===== src/rtl/tmc_pkg.sv =====
// Constants, codes and decode helpers for the scan command and status core
package tmc_pkg;
    // Host register addresses
    localparam int unsigned ADDR_W       = 3;
    localparam logic [2:0]  ADDR_STATUS  = 3'h0;
    localparam logic [2:0]  ADDR_COMMAND = 3'h1;
    localparam logic [2:0]  ADDR_COUNT   = 3'h2;
    // Status bit positions
    localparam int unsigned ST_IN_NE     = 7;
    localparam int unsigned ST_OUT_FULL  = 6;
    localparam int unsigned ST_CNT_LD    = 5;
    // Command fields
    localparam int unsigned CMD_SOFT_FULL_RESET    = 7;
    localparam int unsigned CMD_TRST     = 6;
    localparam int unsigned CMD_END_LO   = 4;
    localparam int unsigned CMD_OP_LO    = 0;
    // Operation codes and the discrete mode code
    localparam logic [3:0]  OP_NULL      = 4'h0;
    localparam logic [3:0]  OP_RSVD      = 4'h1;
    localparam logic [3:0]  OP_RUN       = 4'h2;
    localparam logic [3:0]  OP_MOVE      = 4'h6;
    localparam logic [3:0]  OP_JUMP      = 4'h7;
    localparam logic [2:0]  MODE_DISCRETE = 3'h2;
    // Target state codes
    localparam logic [3:0]  TAP_TLR      = 4'h0;
    localparam logic [3:0]  TAP_SHIFT_DR = 4'h3;
    localparam logic [3:0]  TAP_PAUSE_DR = 4'h5;
    localparam logic [3:0]  TAP_RTI      = 4'h8;
    localparam logic [3:0]  TAP_SHIFT_IR = 4'hb;
    localparam logic [3:0]  TAP_PAUSE_IR = 4'hd;
    // Scan direction in opcode bits 2..1
    localparam logic [1:0]  SCAN_IN_ONLY  = 2'h1;
    localparam logic [1:0]  SCAN_OUT_ONLY = 2'h2;

    typedef enum logic [1:0] {
        TMC_IDLE = 2'b00,
        TMC_WAIT = 2'b01,
        TMC_RUN  = 2'b10
    } tmc_state_t;

    // Returns {uses_counter, uses_in_fifo, uses_out_fifo, has_work_state}
    function automatic logic [3:0] tmc_uses(input logic [3:0] op);
        logic [3:0] u;
        u = 4'h0;
        if (op[3]) begin
            u = {1'b1, op[2:1] != SCAN_OUT_ONLY, op[2:1] == 2'h0 || op[2:1] == SCAN_OUT_ONLY,
                 1'b1};
        end else if (op == OP_RUN) begin
            u = 4'h9;
        end else if (op > OP_RUN && op < OP_MOVE) begin
            u = {1'b1, op != 4'h5, op != 4'h3, 1'b0};
        end
        return u;
    endfunction

    function automatic logic [3:0] tmc_work(input logic [3:0] op);
        return (op == OP_RUN) ? TAP_RTI : (op[0] ? TAP_SHIFT_DR : TAP_SHIFT_IR);
    endfunction

    function automatic logic [3:0] tmc_final(input logic [1:0] sel);
        logic [3:0] s;
        case (sel)
            2'h0:    s = TAP_TLR;
            2'h1:    s = TAP_RTI;
            2'h2:    s = TAP_PAUSE_DR;
            default: s = TAP_PAUSE_IR;
        endcase
        return s;
    endfunction
endpackage


===== src/rtl/tmc_core.sv =====
// Host command, status and cycle counter core of the scan master
`timescale 1ns/10ps
module tmc_core
    import tmc_pkg::*;
#(
    parameter int unsigned COUNT_W = 32
) (
    // Clock and reset
    input  wire logic               ref_clk,
    input  wire logic               rst,
    // Asynchronous host bus
    input  wire logic               host_cs_n,
    input  wire logic               host_rd_n,
    input  wire logic               host_wr_n,
    input  wire logic [ADDR_W-1:0]  host_addr,
    input  wire logic [7:0]         host_din,
    output logic      [7:0]         host_dout,
    output logic                    host_dout_oe,
    output logic                    host_rdy,
    // FIFO and sequencer status
    input  wire logic               in_fifo_nonempty,
    input  wire logic               out_fifo_full,
    input  wire logic [3:0]         target_state_code,
    input  wire logic [2:0]         mode_code,
    input  wire logic               discrete_trst,
    input  wire logic               cmd_done,
    // Command hand-off to sequencer
    output logic                    cmd_start,
    output logic [3:0]              operation_code,
    output logic [3:0]              final_tap_state,
    output logic [3:0]              work_state,
    output logic [3:0]              cmd_uses,
    output logic [COUNT_W-1:0]      cmd_count,
    output logic                    fifo_flush,
    output logic                    soft_full_reset,
    // Target reset pin
    output logic                    test_reset_n
);
    localparam int unsigned PIN_W = 3 + ADDR_W + 8;
    localparam int unsigned NB    = COUNT_W / 8;
    localparam logic [1:0]  LAST  = 2'(NB - 1);

    // Three-stage pin capture, a bit changes once stages two and three agree
    logic [PIN_W-1:0] s1_r, s2_r, s3_r, filt_r;
    wire  [PIN_W-1:0] filt_nxt = (s2_r & s3_r) | (filt_r & (s2_r ^ s3_r));
    wire              cs     = !filt_r[PIN_W-1];
    wire              rd_act = cs && !filt_r[PIN_W-2];
    wire              wr_act = cs && !filt_r[PIN_W-3];
    wire [ADDR_W-1:0] addr_f = filt_r[8 +: ADDR_W];
    wire [7:0]        din_f  = filt_r[7:0];

    always_ff @(posedge ref_clk or posedge rst) begin
        if (rst) begin
            s1_r   <= '1;
            s2_r   <= '1;
            s3_r   <= '1;
            filt_r <= '1;
        end else begin
            s1_r   <= {host_cs_n, host_rd_n, host_wr_n, host_addr, host_din};
            s2_r   <= s1_r;
            s3_r   <= s2_r;
            filt_r <= filt_nxt;
        end
    end

    // Cycle tracking; data and address held so a write commits at its end
    logic              rd_act_r, wr_act_r;
    logic [ADDR_W-1:0] wadr_r, radr_r;
    logic [7:0]        wdat_r;
    wire               wr_end = wr_act_r && !wr_act;
    wire               rd_end = rd_act_r && !rd_act;

    always_ff @(posedge ref_clk or posedge rst) begin
        if (rst) begin
            rd_act_r <= 1'b0;
            wr_act_r <= 1'b0;
            wadr_r   <= '0;
            radr_r   <= '0;
            wdat_r   <= 8'h00;
        end else begin
            rd_act_r <= rd_act;
            wr_act_r <= wr_act;
            if (wr_act) begin
                wadr_r <= addr_f;
                wdat_r <= din_f;
            end
            if (rd_act) begin
                radr_r <= addr_f;
            end
        end
    end

    // Command decode
    tmc_state_t   state_r, state_nxt;
    logic [7:0]   cmd_r;
    logic         soft_rst_r, loaded_r;
    logic [COUNT_W-1:0] cnt_r;
    logic [1:0]   wptr_r, rptr_r;
    wire          busy       = state_r != TMC_IDLE;
    wire          discrete   = mode_code == MODE_DISCRETE;
    wire          cmd_wr_end = wr_end && wadr_r == ADDR_COMMAND;
    wire          soft_full_reset_wr   = cmd_wr_end && wdat_r[CMD_SOFT_FULL_RESET];
    // Writes other than a soft reset that end while busy are simply never committed
    wire          cmd_accept = cmd_wr_end && !soft_full_reset_wr && !busy && !discrete;
    wire [3:0]    new_op     = wdat_r[CMD_OP_LO +: 4];
    wire          new_real   = new_op != OP_NULL && new_op != OP_RSVD;
    wire [3:0]    cur_uses   = tmc_uses(cmd_r[CMD_OP_LO +: 4]);
    wire          start_ok   = state_r == TMC_WAIT && (!cur_uses[3] || loaded_r);
    wire          cnt_wr_end = wr_end && wadr_r == ADDR_COUNT && !busy;
    wire          cnt_rd_end = rd_end && radr_r == ADDR_COUNT;

    // Ready drops only for a non-reset command write while a command is waiting or running
    assign host_rdy = !(wr_act && addr_f == ADDR_COMMAND && busy && !din_f[CMD_SOFT_FULL_RESET]);

    always_comb begin
        state_nxt = state_r;
        case (state_r)
            TMC_IDLE: begin
                if (cmd_accept && new_real) begin
                    state_nxt = TMC_WAIT;
                end
            end
            TMC_WAIT: begin
                if (start_ok) begin
                    state_nxt = TMC_RUN;
                end
            end
            TMC_RUN: begin
                if (cmd_done) begin
                    state_nxt = TMC_IDLE;
                end
            end
            default: state_nxt = TMC_IDLE;
        endcase
    end

    always_ff @(posedge ref_clk or posedge rst) begin
        if (rst) begin
            state_r    <= TMC_IDLE;
            soft_rst_r <= 1'b0;
        end else begin
            soft_rst_r <= soft_full_reset_wr;
            state_r    <= soft_rst_r ? TMC_IDLE : state_nxt;
        end
    end

    // Command register; a reserved opcode completes at once
    always_ff @(posedge ref_clk or posedge rst) begin
        if (rst) begin
            cmd_r <= 8'h00;
        end else if (soft_rst_r) begin
            cmd_r <= 8'h00;
        end else if (cmd_accept) begin
            cmd_r <= new_real ? wdat_r : {wdat_r[7:4], OP_NULL};
        end else if (state_r == TMC_RUN && cmd_done) begin
            cmd_r[CMD_OP_LO +: 4] <= OP_NULL;
        end
    end

    // Counter window, least significant byte first
    always_ff @(posedge ref_clk or posedge rst) begin
        if (rst) begin
            cnt_r    <= '0;
            wptr_r   <= 2'h0;
            rptr_r   <= 2'h0;
            loaded_r <= 1'b0;
        end else if (soft_rst_r) begin
            cnt_r    <= '0;
            wptr_r   <= 2'h0;
            rptr_r   <= 2'h0;
            loaded_r <= 1'b0;
        end else begin
            if (cnt_wr_end) begin
                cnt_r[{wptr_r, 3'b000} +: 8] <= wdat_r;
                wptr_r   <= wptr_r + 2'h1;
                loaded_r <= wptr_r == LAST;
            end
            if (cnt_rd_end) begin
                rptr_r <= rptr_r + 2'h1;
            end
        end
    end

    // Hand-off to the sequencer; flush follows acceptance, the command fields are captured at start
    always_ff @(posedge ref_clk or posedge rst) begin
        if (rst) begin
            cmd_start       <= 1'b0;
            fifo_flush      <= 1'b0;
            operation_code  <= OP_NULL;
            final_tap_state <= TAP_TLR;
            work_state      <= TAP_TLR;
            cmd_uses        <= 4'h0;
            cmd_count       <= '0;
        end else begin
            cmd_start  <= start_ok && !soft_rst_r;
            fifo_flush <= cmd_accept && new_real;
            if (start_ok) begin
                cmd_count       <= cnt_r;
                operation_code  <= cmd_r[CMD_OP_LO +: 4];
                final_tap_state <= tmc_final(cmd_r[CMD_END_LO +: 2]);
                work_state      <= tmc_work(cmd_r[CMD_OP_LO +: 4]);
                cmd_uses        <= cur_uses;
            end
        end
    end

    // Read data is live; no read changes any flag
    wire [7:0] status_byte = {in_fifo_nonempty, out_fifo_full, loaded_r, 1'b0,
                              target_state_code};
    wire [7:0] rd_mux = (addr_f == ADDR_STATUS)  ? status_byte :
                        (addr_f == ADDR_COMMAND) ? cmd_r :
                        (addr_f == ADDR_COUNT)   ? cnt_r[{rptr_r, 3'b000} +: 8] : 8'h00;

    always_ff @(posedge ref_clk or posedge rst) begin
        if (rst) begin
            host_dout     <= 8'h00;
            host_dout_oe  <= 1'b0;
            test_reset_n  <= 1'b1;
            soft_full_reset <= 1'b0;
        end else begin
            host_dout     <= rd_mux;
            host_dout_oe  <= rd_act;
            test_reset_n  <= discrete ? discrete_trst : !cmd_r[CMD_TRST];
            soft_full_reset <= soft_rst_r;
        end
    end
endmodule


===== config.mk =====
export PLATFORM = sky130hd
export DESIGN_NAME = tmc_core
export DESIGN_NICKNAME = d
export VERILOG_FILES = /design/src/rtl/tmc_pkg.sv /design/src/rtl/tmc_core.sv
export SDC_FILE = /design/constraint.sdc
export NUM_CORES = 1
export LEC_CHECK = 0
export BUFFER_PORTS_ARGS = -buffer_cell sky130_fd_sc_hd__buf_2
export CORE_MARGIN = 5
export CORE_UTILIZATION = 43
export CTS_BUF_LIST = sky130_fd_sc_hd__clkbuf_16
export CTS_CLUSTER_DIAMETER = 80
export DETAILED_ROUTE_END_ITERATION = 8
export PLACE_DENSITY = 0.68
export SYNTH_ARGS = -nofsm -noshare
export SYNTH_HDL_FRONTEND = slang
export SYNTH_SLANG_ARGS = --single-unit

===== constraint.sdc =====
create_clock -name ref_clk -period 8.37 [get_ports ref_clk]
set_clock_uncertainty 0.15 [all_clocks]
set_input_delay 1.2555 -clock ref_clk [delete_from_list [all_inputs] [get_ports ref_clk]]
set_output_delay 1.2555 -clock ref_clk [all_outputs]
set_load 0.005 [all_outputs]

==> results.toml, run 1 <==
[power_and_ir_drop]
switching_power_mw = 0.658
swShare_pct = 29.4
leakage_nw = 3.96
internal_power_mw = 1.58
clkPwrFrac_pct = 31.9
power_mw = 2.24
p_per_area_nw_per_um2 = 275
combinationalPowerShare_pct = 16.7
max-vdd-ir-drop_mv = 0.169
p_seq_share_pct = 51.3

[floorplan]
floorplan.io_pins = 89
dieHeight_um = 138
start_util_pct = 44.1
coreArea_um2 = 16000
std_cell_rows = 46
fp.dieW_um = 138
die_area_um2 = 19100

[logic_synthesis]
synth_ff_type = "dfrtp_1"
ys_types = 50
yosys_warnings = 0
ys_seq_elements = 176
synth_edf_count = 0
syn-cell-area_um2 = 7060
synth.top_cell.area_share_pct = 42.2
postSynthCellCount = 528
synth_top_family_by_area = "multiplexers"
avgSynthCellArea_um2 = 13.4
seq_area_frac_synth_pct = 63.4
synth_xor_area_share_pct = 0.496
synth_area_leader_cell = "dfrtp_1"
yosys.area_share.simple_pct = 10.4
synth_compound_area_share_pct = 7.20
async_flop_share_pct = 100
synthAdderAreaFrac_pct = 3.37
muxShareOfSynthArea_pct = 11.8
ys_top_cells_by_area = "dfrtp_1 42%, dfstp_2 21%, mux2_2 7.3%, ha_1 3.4%, nand2_1 2.9%"

[clocking]
clk_latency_ps = 430
path_clk_slew_ps = 60
cts_hold_buffers = 0
post_cts_buffers = 0
post_cts_resize_count = 0
cts_tree = "yes"
cts_inserted_buffers = 17
htree_num_levels = 4
clock_sinks = 176
cts_max_path_buffers = 2
cts-root-buf = "clkbuf_16"

[routing]
ant_nets = 0
dr.pass1.iters = 5
routed.top_layer = "met4"
routed-wl-met3_mm = 1.10
wl_per_cell_um = 17.9
vias = 4370
wl_met1_mm = 6.56
vias_per_cell = 5.25
dr_wl_met2_mm = 7.00
drtIter0Drc = 396
drt-total-wl_mm = 14.9
drc = 0

[setup_path]
slowest_stage = "or2_2"
critPathKind = "reg -> out"
cp-startpoint = "filt_r[13]"
cp.arrival_ps = 1980
slowest_delay_ps = 400
worst_r2r_endpoint = "cnt_r[5]"
reg2reg_depth = 5
cp_cell_sequence = "or2_2 -> inv_1 -> nand4_1 -> buf_2"
crit_end = "host_rdy"
r2r_slack_ps = 5880
r2r-start = "wptr_r[0]"
cp-end-kind = "primary output"
cp-start-kind = "flip-flop"
crit_fanout = 12
critical_path_required_ps = 6960

[sta]
slew_headroom_pct = 27.0
rsz0062_at_grt = "no"
worst_pin_slew_ps = 1090
fin_crit_sh_pct = 40.5
fin_setup_tns_ps = 0
finalSetupViolCount = 0
hold_viol_final = 0
slew_violations = 0
final.min_clock_period_ps = 3390
timing.fmax_ghz = 0.295
fin_ws_ps = 4980

[cells_and_area]
drive_above_1_share_pct = 40.1
diodes = 0
multi_input_area_um2 = 2370
syn2layout_area_growth_pct = 15.5
n_fill_cell = 1438
nNetsFinal = 649
seq_area_um2 = 4480

[global_routing]
grt_max_degree = 94
grt_pass1_wl_mm = 25.2
grt_pass1_vias = 4649
antenna_found_initial = 0
grt_overflow = 0
grt_usage_pct = 16.4

[place]
post-dp-hpwl_mm = 10.3
pre_cts_slack_ps = 5160
numPortBuffers = 86
gp_congestion = 0.833

[min_path]
worstHoldPathType = "reg -> reg"
whs_path_depth = 0

[run]
drv_cap = 0

[outcome]
status = "complete, no violations"
-- metal layers --
| layer | track usage [%] | vias up |
|---|---|---|
| met1 | 22.4 | 2181 |
| met4 | 5.51 | 0 |
| met2 | 25.2 | 159 |
| met3 | 5.03 | 19 |
| met5 | 0 | - |
| li1 | - | 2011 |
-- placed cells by master, fill, tap and decap left out, types with 5 or more instances in the layout --
cell type / instances
nor2_1: 12
ha_1: 19
nand3_1: 24
nand2_1: 55
a21o_1: 14
mux2i_1: 10
mux2_2: 46
clkbuf_16: 18
nor3b_1: 5
dfstp_2: 57
inv_1: 8
a221oi_1: 7
buf_2: 86
a22o_2: 7
dfrtp_1: 119
o21ai_0: 6
nand2b_1: 10
mux4_2: 8
a21oi_1: 35
-- power groups by stage --
stage	logic [mW]	clock network (mW)	registers (mW)
final	0.374	0.715	1.15
after global routing	0.419	0.772	1.17
after CTS	0.378	0.733	1.15
after detailed placement	0.376	0	1.16
after global placement	0.363	0	1.15
after floorplan	0.301	0	1.08
-- through the flow --
stage / area, um2 / utilization, % / hold WS [ps] / std cells
2_1_floorplan: 7060 / - / 195 / 529
3_3_place_gp: 7610 / 47.6 / 196 / 800
3_5_place_dp: 7610 / 47.6 / 197 / 800
4_1_cts: 8150 / 50.9 / 205 / 832
5_1_grt: 8150 / 50.9 / 208 / 832
6_report: 8150 / 50.9 / 204 / 832
-- cell type report --
class	instances	area share (%)
tap	216	3.32
timing repair buffer	90	5.65
sequential	176	54.9
clock buffer	18	5.53
inverter	9	0.476
multi-input combinational	309	29.0
clock inverter	14	1.06
-- registers in the layout, summed over array words and instances (netlist names), 3 cells and up --
| register | cells |
|---|---|
| s3_r | 14 |
| cnt_r | 32 |
| cmd_count | 32 |
| s2_r | 14 |
| wdat_r | 8 |
| radr_r | 3 |
| wadr_r | 3 |
| operation_code | 4 |
| host_dout | 8 |
| cmd_r | 8 |
| cmd_uses | 4 |
| filt_r | 14 |
| s1_r | 14 |
-- cell families after synthesis --
family	after synthesis
flops	176
xor+xnor	4
mux	67
compound gates	78
fa+ha+maj	19
simple gates	139
other cells	1
buf+inv	44
-- critical path, delay by kind of cell, from the launching register on --
kind / cells / cell delay, ps
buffers and inverters: 2 / 540
and+or+nand+nor: 2 / 640
DFF: 1 / 370
-- how the worst min path moves through the flow --
stage             from      end
2_1_floorplan  s1_r[0]  s2_r[0]
3_3_place_gp   s1_r[0]  s2_r[0]
3_5_place_dp   s1_r[0]  s2_r[0]
4_1_cts        s1_r[0]  s2_r[0]
5_1_grt        s1_r[3]  s2_r[3]
6_report       s1_r[9]  s2_r[9]
-- Yosys cell counts, types with 2 or more instances --
cell,instances
dfrtp_1,119
dfstp_2,57
nand2_1,55
mux2_2,46
a21oi_1,36
nand3_1,24
ha_1,19
a21o_1,14
buf_2,13
nor2_1,12
clkbuf_1,11
mux2i_1,10
nand2b_1,10
inv_1,9
mux4_2,8
a221oi_1,7
a22o_2,7
o21ai_0,6
buf_4,5
nor3b_1,5
buf_6,4
nand4_1,4
nor3_1,4
and4_1,3
mux2_1,3
nor2b_1,3
or2_2,3
or4_1,3
xnor2_1,3
and3_1,2
buf_1,2
nand3b_1,2
o31ai_1,2
Power figures use the tool's default switching activity.
==> inputs of run 2 (changes only) <==
--- a/config.mk
+++ b/config.mk
@@ -11,7 +11,7 @@
 export CTS_BUF_LIST = sky130_fd_sc_hd__clkbuf_16
 export CTS_CLUSTER_DIAMETER = 80
 export DETAILED_ROUTE_END_ITERATION = 8
-export PLACE_DENSITY = 0.68
+export PLACE_DENSITY = 0.71
 export SYNTH_ARGS = -nofsm -noshare
 export SYNTH_HDL_FRONTEND = slang
 export SYNTH_SLANG_ARGS = --single-unit
==> constraint.sdc (replaced) <==
create_clock -name ref_clk -period 3 [get_ports ref_clk]
set_clock_uncertainty 0.15 [all_clocks]
set_input_delay 0.45 -clock ref_clk [delete_from_list [all_inputs] [get_ports ref_clk]]
set_output_delay 0.45 -clock ref_clk [all_outputs]
set_load 0.005 [all_outputs]
==> run 2 against run 1 <==
Compared with the run above:
- sequential cell count did not move
- count of clock-buffer cells in the layout fell by 1
- routed wire length fell by 1.2%
- global-route usage fell by 0.20 points
- final cell count rose by 2.4%
- critical path type unchanged
- core utilization rose by 1.4 points
- combinational power rose to 2.9 times the previous value
- non-clock buffer count rose by 20
==> results.toml, run 2 (synthesis results as in run 1) <==
[floorplan]
start_util_pct = 44.1
floorplan.io_pins = 89
coreArea_um2 = 16000
fp.dieW_um = 138
die_area_um2 = 19100
dieHeight_um = 138
std_cell_rows = 46

[setup_path]
critPathKind = "reg -> out"
path_delay_family = "simple AND/OR/NAND/NOR gates"
crit_fanout = 12
slowest_stage = "or2_2"
cp_cell_sequence = "or2_2 -> inv_1 -> nand4_1 -> buf_2"
cp.arrival_ps = 1890
reg2reg_depth = 6
path_depth = 4
path_buf_inv = 2
cp-end-kind = "primary output"
critical_path_required_ps = 2400
slowest_delay_ps = 400
cp-start-kind = "flip-flop"

[clocking]
cts-root-buf = "clkbuf_16"
clock_sinks = 176
cts_max_path_buffers = 2
post_cts_resize_count = 0
post_cts_buffers = 0
htree_num_levels = 4
clk_latency_ps = 420
cts_inserted_buffers = 17
cts_hold_buffers = 14
cts_tree = "yes"
path_clk_slew_ps = 60

[power_and_ir_drop]
combinationalPowerShare_pct = 17.2
clkPwrFrac_pct = 32.1
leakage_nw = 4.05
max-vdd-ir-drop_mv = 0.507
switching_power_mw = 1.83
p_per_area_nw_per_um2 = 754
p_seq_share_pct = 50.8
internal_power_mw = 4.48
swShare_pct = 29.1

[sta]
rsz0062_at_grt = "no"
hold_viol_final = 0
worst_pin_slew_ps = 976
final.min_clock_period_ps = 2490
finalSetupViolCount = 0
slew_violations = 0
slew_headroom_pct = 34.9
fin_setup_tns_ps = 0
timing.fmax_ghz = 0.401
fin_ws_ps = 507
fin_crit_sh_pct = 83.1

[cells_and_area]
reg_top3 = "cmd_count: 32 flops, cnt_r: 32 flops"
diodes = 0
syn2layout_area_growth_pct = 18.6
layout_common_cells = "119 x dfrtp_1, 86 x buf_2, 57 x dfstp_2, 55 x nand2_1, 46 x mux2_2"
layoutNonFillerInstCount = 852
nNetsFinal = 669
design_area_um2 = 8370
fin_util_pct = 52.3
layout_commonest_cell = "dfrtp_1"
drive_above_1_share_pct = 39.8

[place]
place_inst = 806
pre_cts_slack_ps = 740
numPortBuffers = 86
post-dp-hpwl_mm = 10.5
place_area_um2 = 7690
gp_congestion = 0.864

[outcome]
status = "complete, no violations"

[global_routing]
grt_max_degree = 64
antenna_found_initial = 0
grt_pass1_vias = 4518
grt_overflow = 0
grt_usage_pct = 16.2
grt_pass1_wl_mm = 24.9

[run]
drv_cap = 0

[routing]
wl_per_cell_um = 17.3
ant_nets = 0
vias = 4447
drc = 0
vias_per_cell = 5.22
drt-total-wl_mm = 14.7
drtIter0Drc = 355
dr.pass1.iters = 5

[min_path]
worstHoldPathType = "in -> async"
-- run 2: cell count changes in the layout (fill, tap and decap cells not counted) --
cell / before / now
inv_6: 3 / 2
clkbuf_16: 18 / 17
inv_4: 2 / 4
clkinvlp_4: 0 / 2
clkinv_4: 3 / 1
clkinv_2: 3 / 2
buf_4: 4 / 7
dlygate4sd3_1: 0 / 14
buf_12: 0 / 3
bufinv_16: 0 / 1
-- run 2: metrics by stage --
step / hold WS [ps] / total power, mW
global placement: 196 / 4.26
floorplan: 195 / 3.86
detailed placement: 197 / 4.32
global route: 80.5 / 6.66
CTS: 49.9 / 6.39
finish: 29.6 / 6.31
-- run 2: area by class of cell --
type	count	area, um2
Multi-Input combinational cell	309	2370
Clock inverter	15	114
Sequential cell	176	4480
Timing Repair Buffer	110	683
Clock buffer	17	425
Tap cell	216	270
Inverter	9	37.5
Fill cell	1410	7630
-- run 2: power by group through the flow --
stage	sequential [mW]	clock, mW	combinational, mW
after floorplan	3.02	0	0.840
after global placement	3.22	0	1.04
after detailed placement	3.25	0	1.07
after CTS	3.21	2.08	1.10
after global routing	3.26	2.19	1.21
final	3.20	2.02	1.08
-- run 2: worst paths after layout --
kind                                     from           endpoint  slack [ps]
min in group ref_clk            discrete_trst       test_reset_n          80
worst max register to register      wptr_r[0]          cnt_r[12]         650
max in group asynchronous                 rst  operation_code[3]        1870
worst min-delay path                      rst          wdat_r[0]          30
worst min register to register        s1_r[7]            s2_r[7]         210
worst max-delay path               filt_r[13]           host_rdy         510
-- run 2: layer usage --
metal  GRT usage, %  part of all wire (%)  vias up
met3           4.97                   7.4       26
met1           22.2                    44     2215
met2           24.5                    47      160
met5              0                     0        -
met4           6.03                   2.1        0
li1               -                     -     2046
==> inputs of run 3 (changes only) <==
--- a/config.mk
+++ b/config.mk
@@ -11,7 +11,7 @@
 export CTS_BUF_LIST = sky130_fd_sc_hd__clkbuf_16
 export CTS_CLUSTER_DIAMETER = 80
 export DETAILED_ROUTE_END_ITERATION = 8
-export PLACE_DENSITY = 0.71
+export PLACE_DENSITY = 0.68
 export SYNTH_ARGS = -nofsm -noshare
 export SYNTH_HDL_FRONTEND = slang
 export SYNTH_SLANG_ARGS = --single-unit
==> constraint.sdc (replaced) <==
create_clock -name ref_clk -period 2.5 [get_ports ref_clk]
set_clock_uncertainty 0.15 [all_clocks]
set_input_delay 0.375 -clock ref_clk [delete_from_list [all_inputs] [get_ports ref_clk]]
set_output_delay 0.375 -clock ref_clk [all_outputs]
set_load 0.005 [all_outputs]
==> run 3 against run 2 <==
Compared with the run above:
- combinational power increased by 21%
- highest routed layer unchanged
- count of clock-buffer cells in the layout increased by 2
- via count decreased by 0.81%
==> results.toml, run 3 (synthesis results as in run 1) <==
[routing]
vias_per_cell = 5.17
ant_nets = 0
drc = 0
drt-total-wl_mm = 14.5
dr.pass1.iters = 5
vias = 4411
wl_per_cell_um = 17.0
drtIter0Drc = 311

[setup_path]
reg2reg_depth = 4
cp-start-kind = "flip-flop"
critPathKind = "reg -> reg"
r2r-start = "filt_r[13]"
cp.arrival_ps = 2360
crit_fanout = 12
critical_path_required_ps = 2690
worst_r2r_endpoint = "fifo_flush"
r2r_slack_ps = 330
cp-end-kind = "flip-flop"
cp-startpoint = "filt_r[13]"

[sta]
worst_pin_slew_ps = 615
finalSetupViolCount = 0
hold_viol_final = 0
whs_ps = 105
slew_violations = 0
fin_setup_tns_ps = 0
final.min_clock_period_ps = 2170
fin_crit_sh_pct = 87.0
slew_headroom_pct = 58.6
rsz0062_at_grt = "no"
timing.fmax_ghz = 0.460

[cells_and_area]
design_area_um2 = 8420
diodes = 0
nNetsFinal = 670
syn2layout_area_growth_pct = 19.3
layout_common_cells = "119 x dfrtp_1, 86 x buf_2, 57 x dfstp_2, 55 x nand2_1, 46 x mux2_2"
drive_above_1_share_pct = 40.0
layout_commonest_cell = "dfrtp_1"
reg_top3 = "cmd_count: 32 flops, cnt_r: 32 flops"

[floorplan]
std_cell_rows = 46
dieHeight_um = 138
start_util_pct = 44.1
fp.dieW_um = 138
coreArea_um2 = 16000
die_area_um2 = 19100
floorplan.io_pins = 89

[power_and_ir_drop]
max-vdd-ir-drop_mv = 0.530
swShare_pct = 29.2
combinationalPowerShare_pct = 17.1
p_per_area_nw_per_um2 = 909
clkPwrFrac_pct = 33.0
leakage_nw = 4.08
internal_power_mw = 5.42
p_seq_share_pct = 49.9
switching_power_mw = 2.23

[global_routing]
grt_usage_pct = 15.8
antenna_found_initial = 0
grt_max_degree = 99
grt_overflow = 0
grt_pass1_wl_mm = 24.2
grt_pass1_vias = 4411

[clocking]
clk_latency_ps = 430
cts_tree = "yes"
cts_inserted_buffers = 17
cts-root-buf = "clkbuf_16"
htree_num_levels = 4
cts_max_path_buffers = 2
path_clk_slew_ps = 70
clock_sinks = 176
post_cts_resize_count = 0

[min_path]
whs_path_depth = 4
min_to = "test_reset_n"
holdCritStartpoint = "mode_code[2]"
worstHoldPathType = "in -> reg"

[outcome]
status = "complete, no violations"

[place]
place_area_um2 = 7690
numPortBuffers = 86
gp_congestion = 0.838
post-dp-hpwl_mm = 10.2

[run]
drv_cap = 0
[run 3: per-stage QoR]
stage	util, %	setup slack, ps	std cells	power [mW]
after floorplan	-	-231	529	4.63
after global placement	48.0	431	805	5.09
after CTS	52.6	317	853	7.75
final	52.6	326	853	7.65
after global routing	52.6	254	853	8.08
after detailed placement	48.0	313	805	5.17
[run 3: final cells by class]
cell class	instances	area [um2]
clock buffer	19	475
fill	1391	7580
timing repair buffer	111	696
tap	216	270
sequential	176	4480
multi-input combinational	309	2370
inverter	9	37.5
clock inverter	13	96.3
[run 3: how the worst max path moves through the flow]
| stage | cells past startpoint | end |
|---|---|---|
| final | 4 | fifo_flush |
| after global routing | 4 | fifo_flush |
| after CTS | 4 | fifo_flush |
| after detailed placement | 4 | fifo_flush |
| after global placement | 4 | cmd_r[3] |
| after floorplan | 1 | cmd_count[0] |
[run 3: power by group through the flow]
stage               Sequential, mW  Combinational, mW  Clock [mW]
floorplan                     3.62               1.01           0
global placement              3.84               1.25           0
detailed placement            3.87               1.30           0
CTS                           3.82               1.33        2.61
global route                  3.89               1.47        2.73
finish                        3.82               1.31        2.52
[run 3: what timing repair did]
item | CTS | global route
setup buffers | 0 | 0
hold buffers | 16 | 0
hold endpoints to repair | 96 | 0
[run 3: critical path, stage by stage, from the launching register on]
cell	delay, ps
dfstp_2	540
or2_2	230
nand4b_2	160
or4_1	750
nor3_1	260
[run 3: layer usage]
| layer | part of all wire [%] | GRT usage (%) | wire length, um |
|---|---|---|---|
| met1 | 45 | 21.2 | 6470 |
| met2 | 47 | 24.2 | 6830 |
| met3 | 6.3 | 4.79 | 922 |
| met4 | 2.1 | 6.40 | 302 |
| met5 | 0 | 0 | 0 |
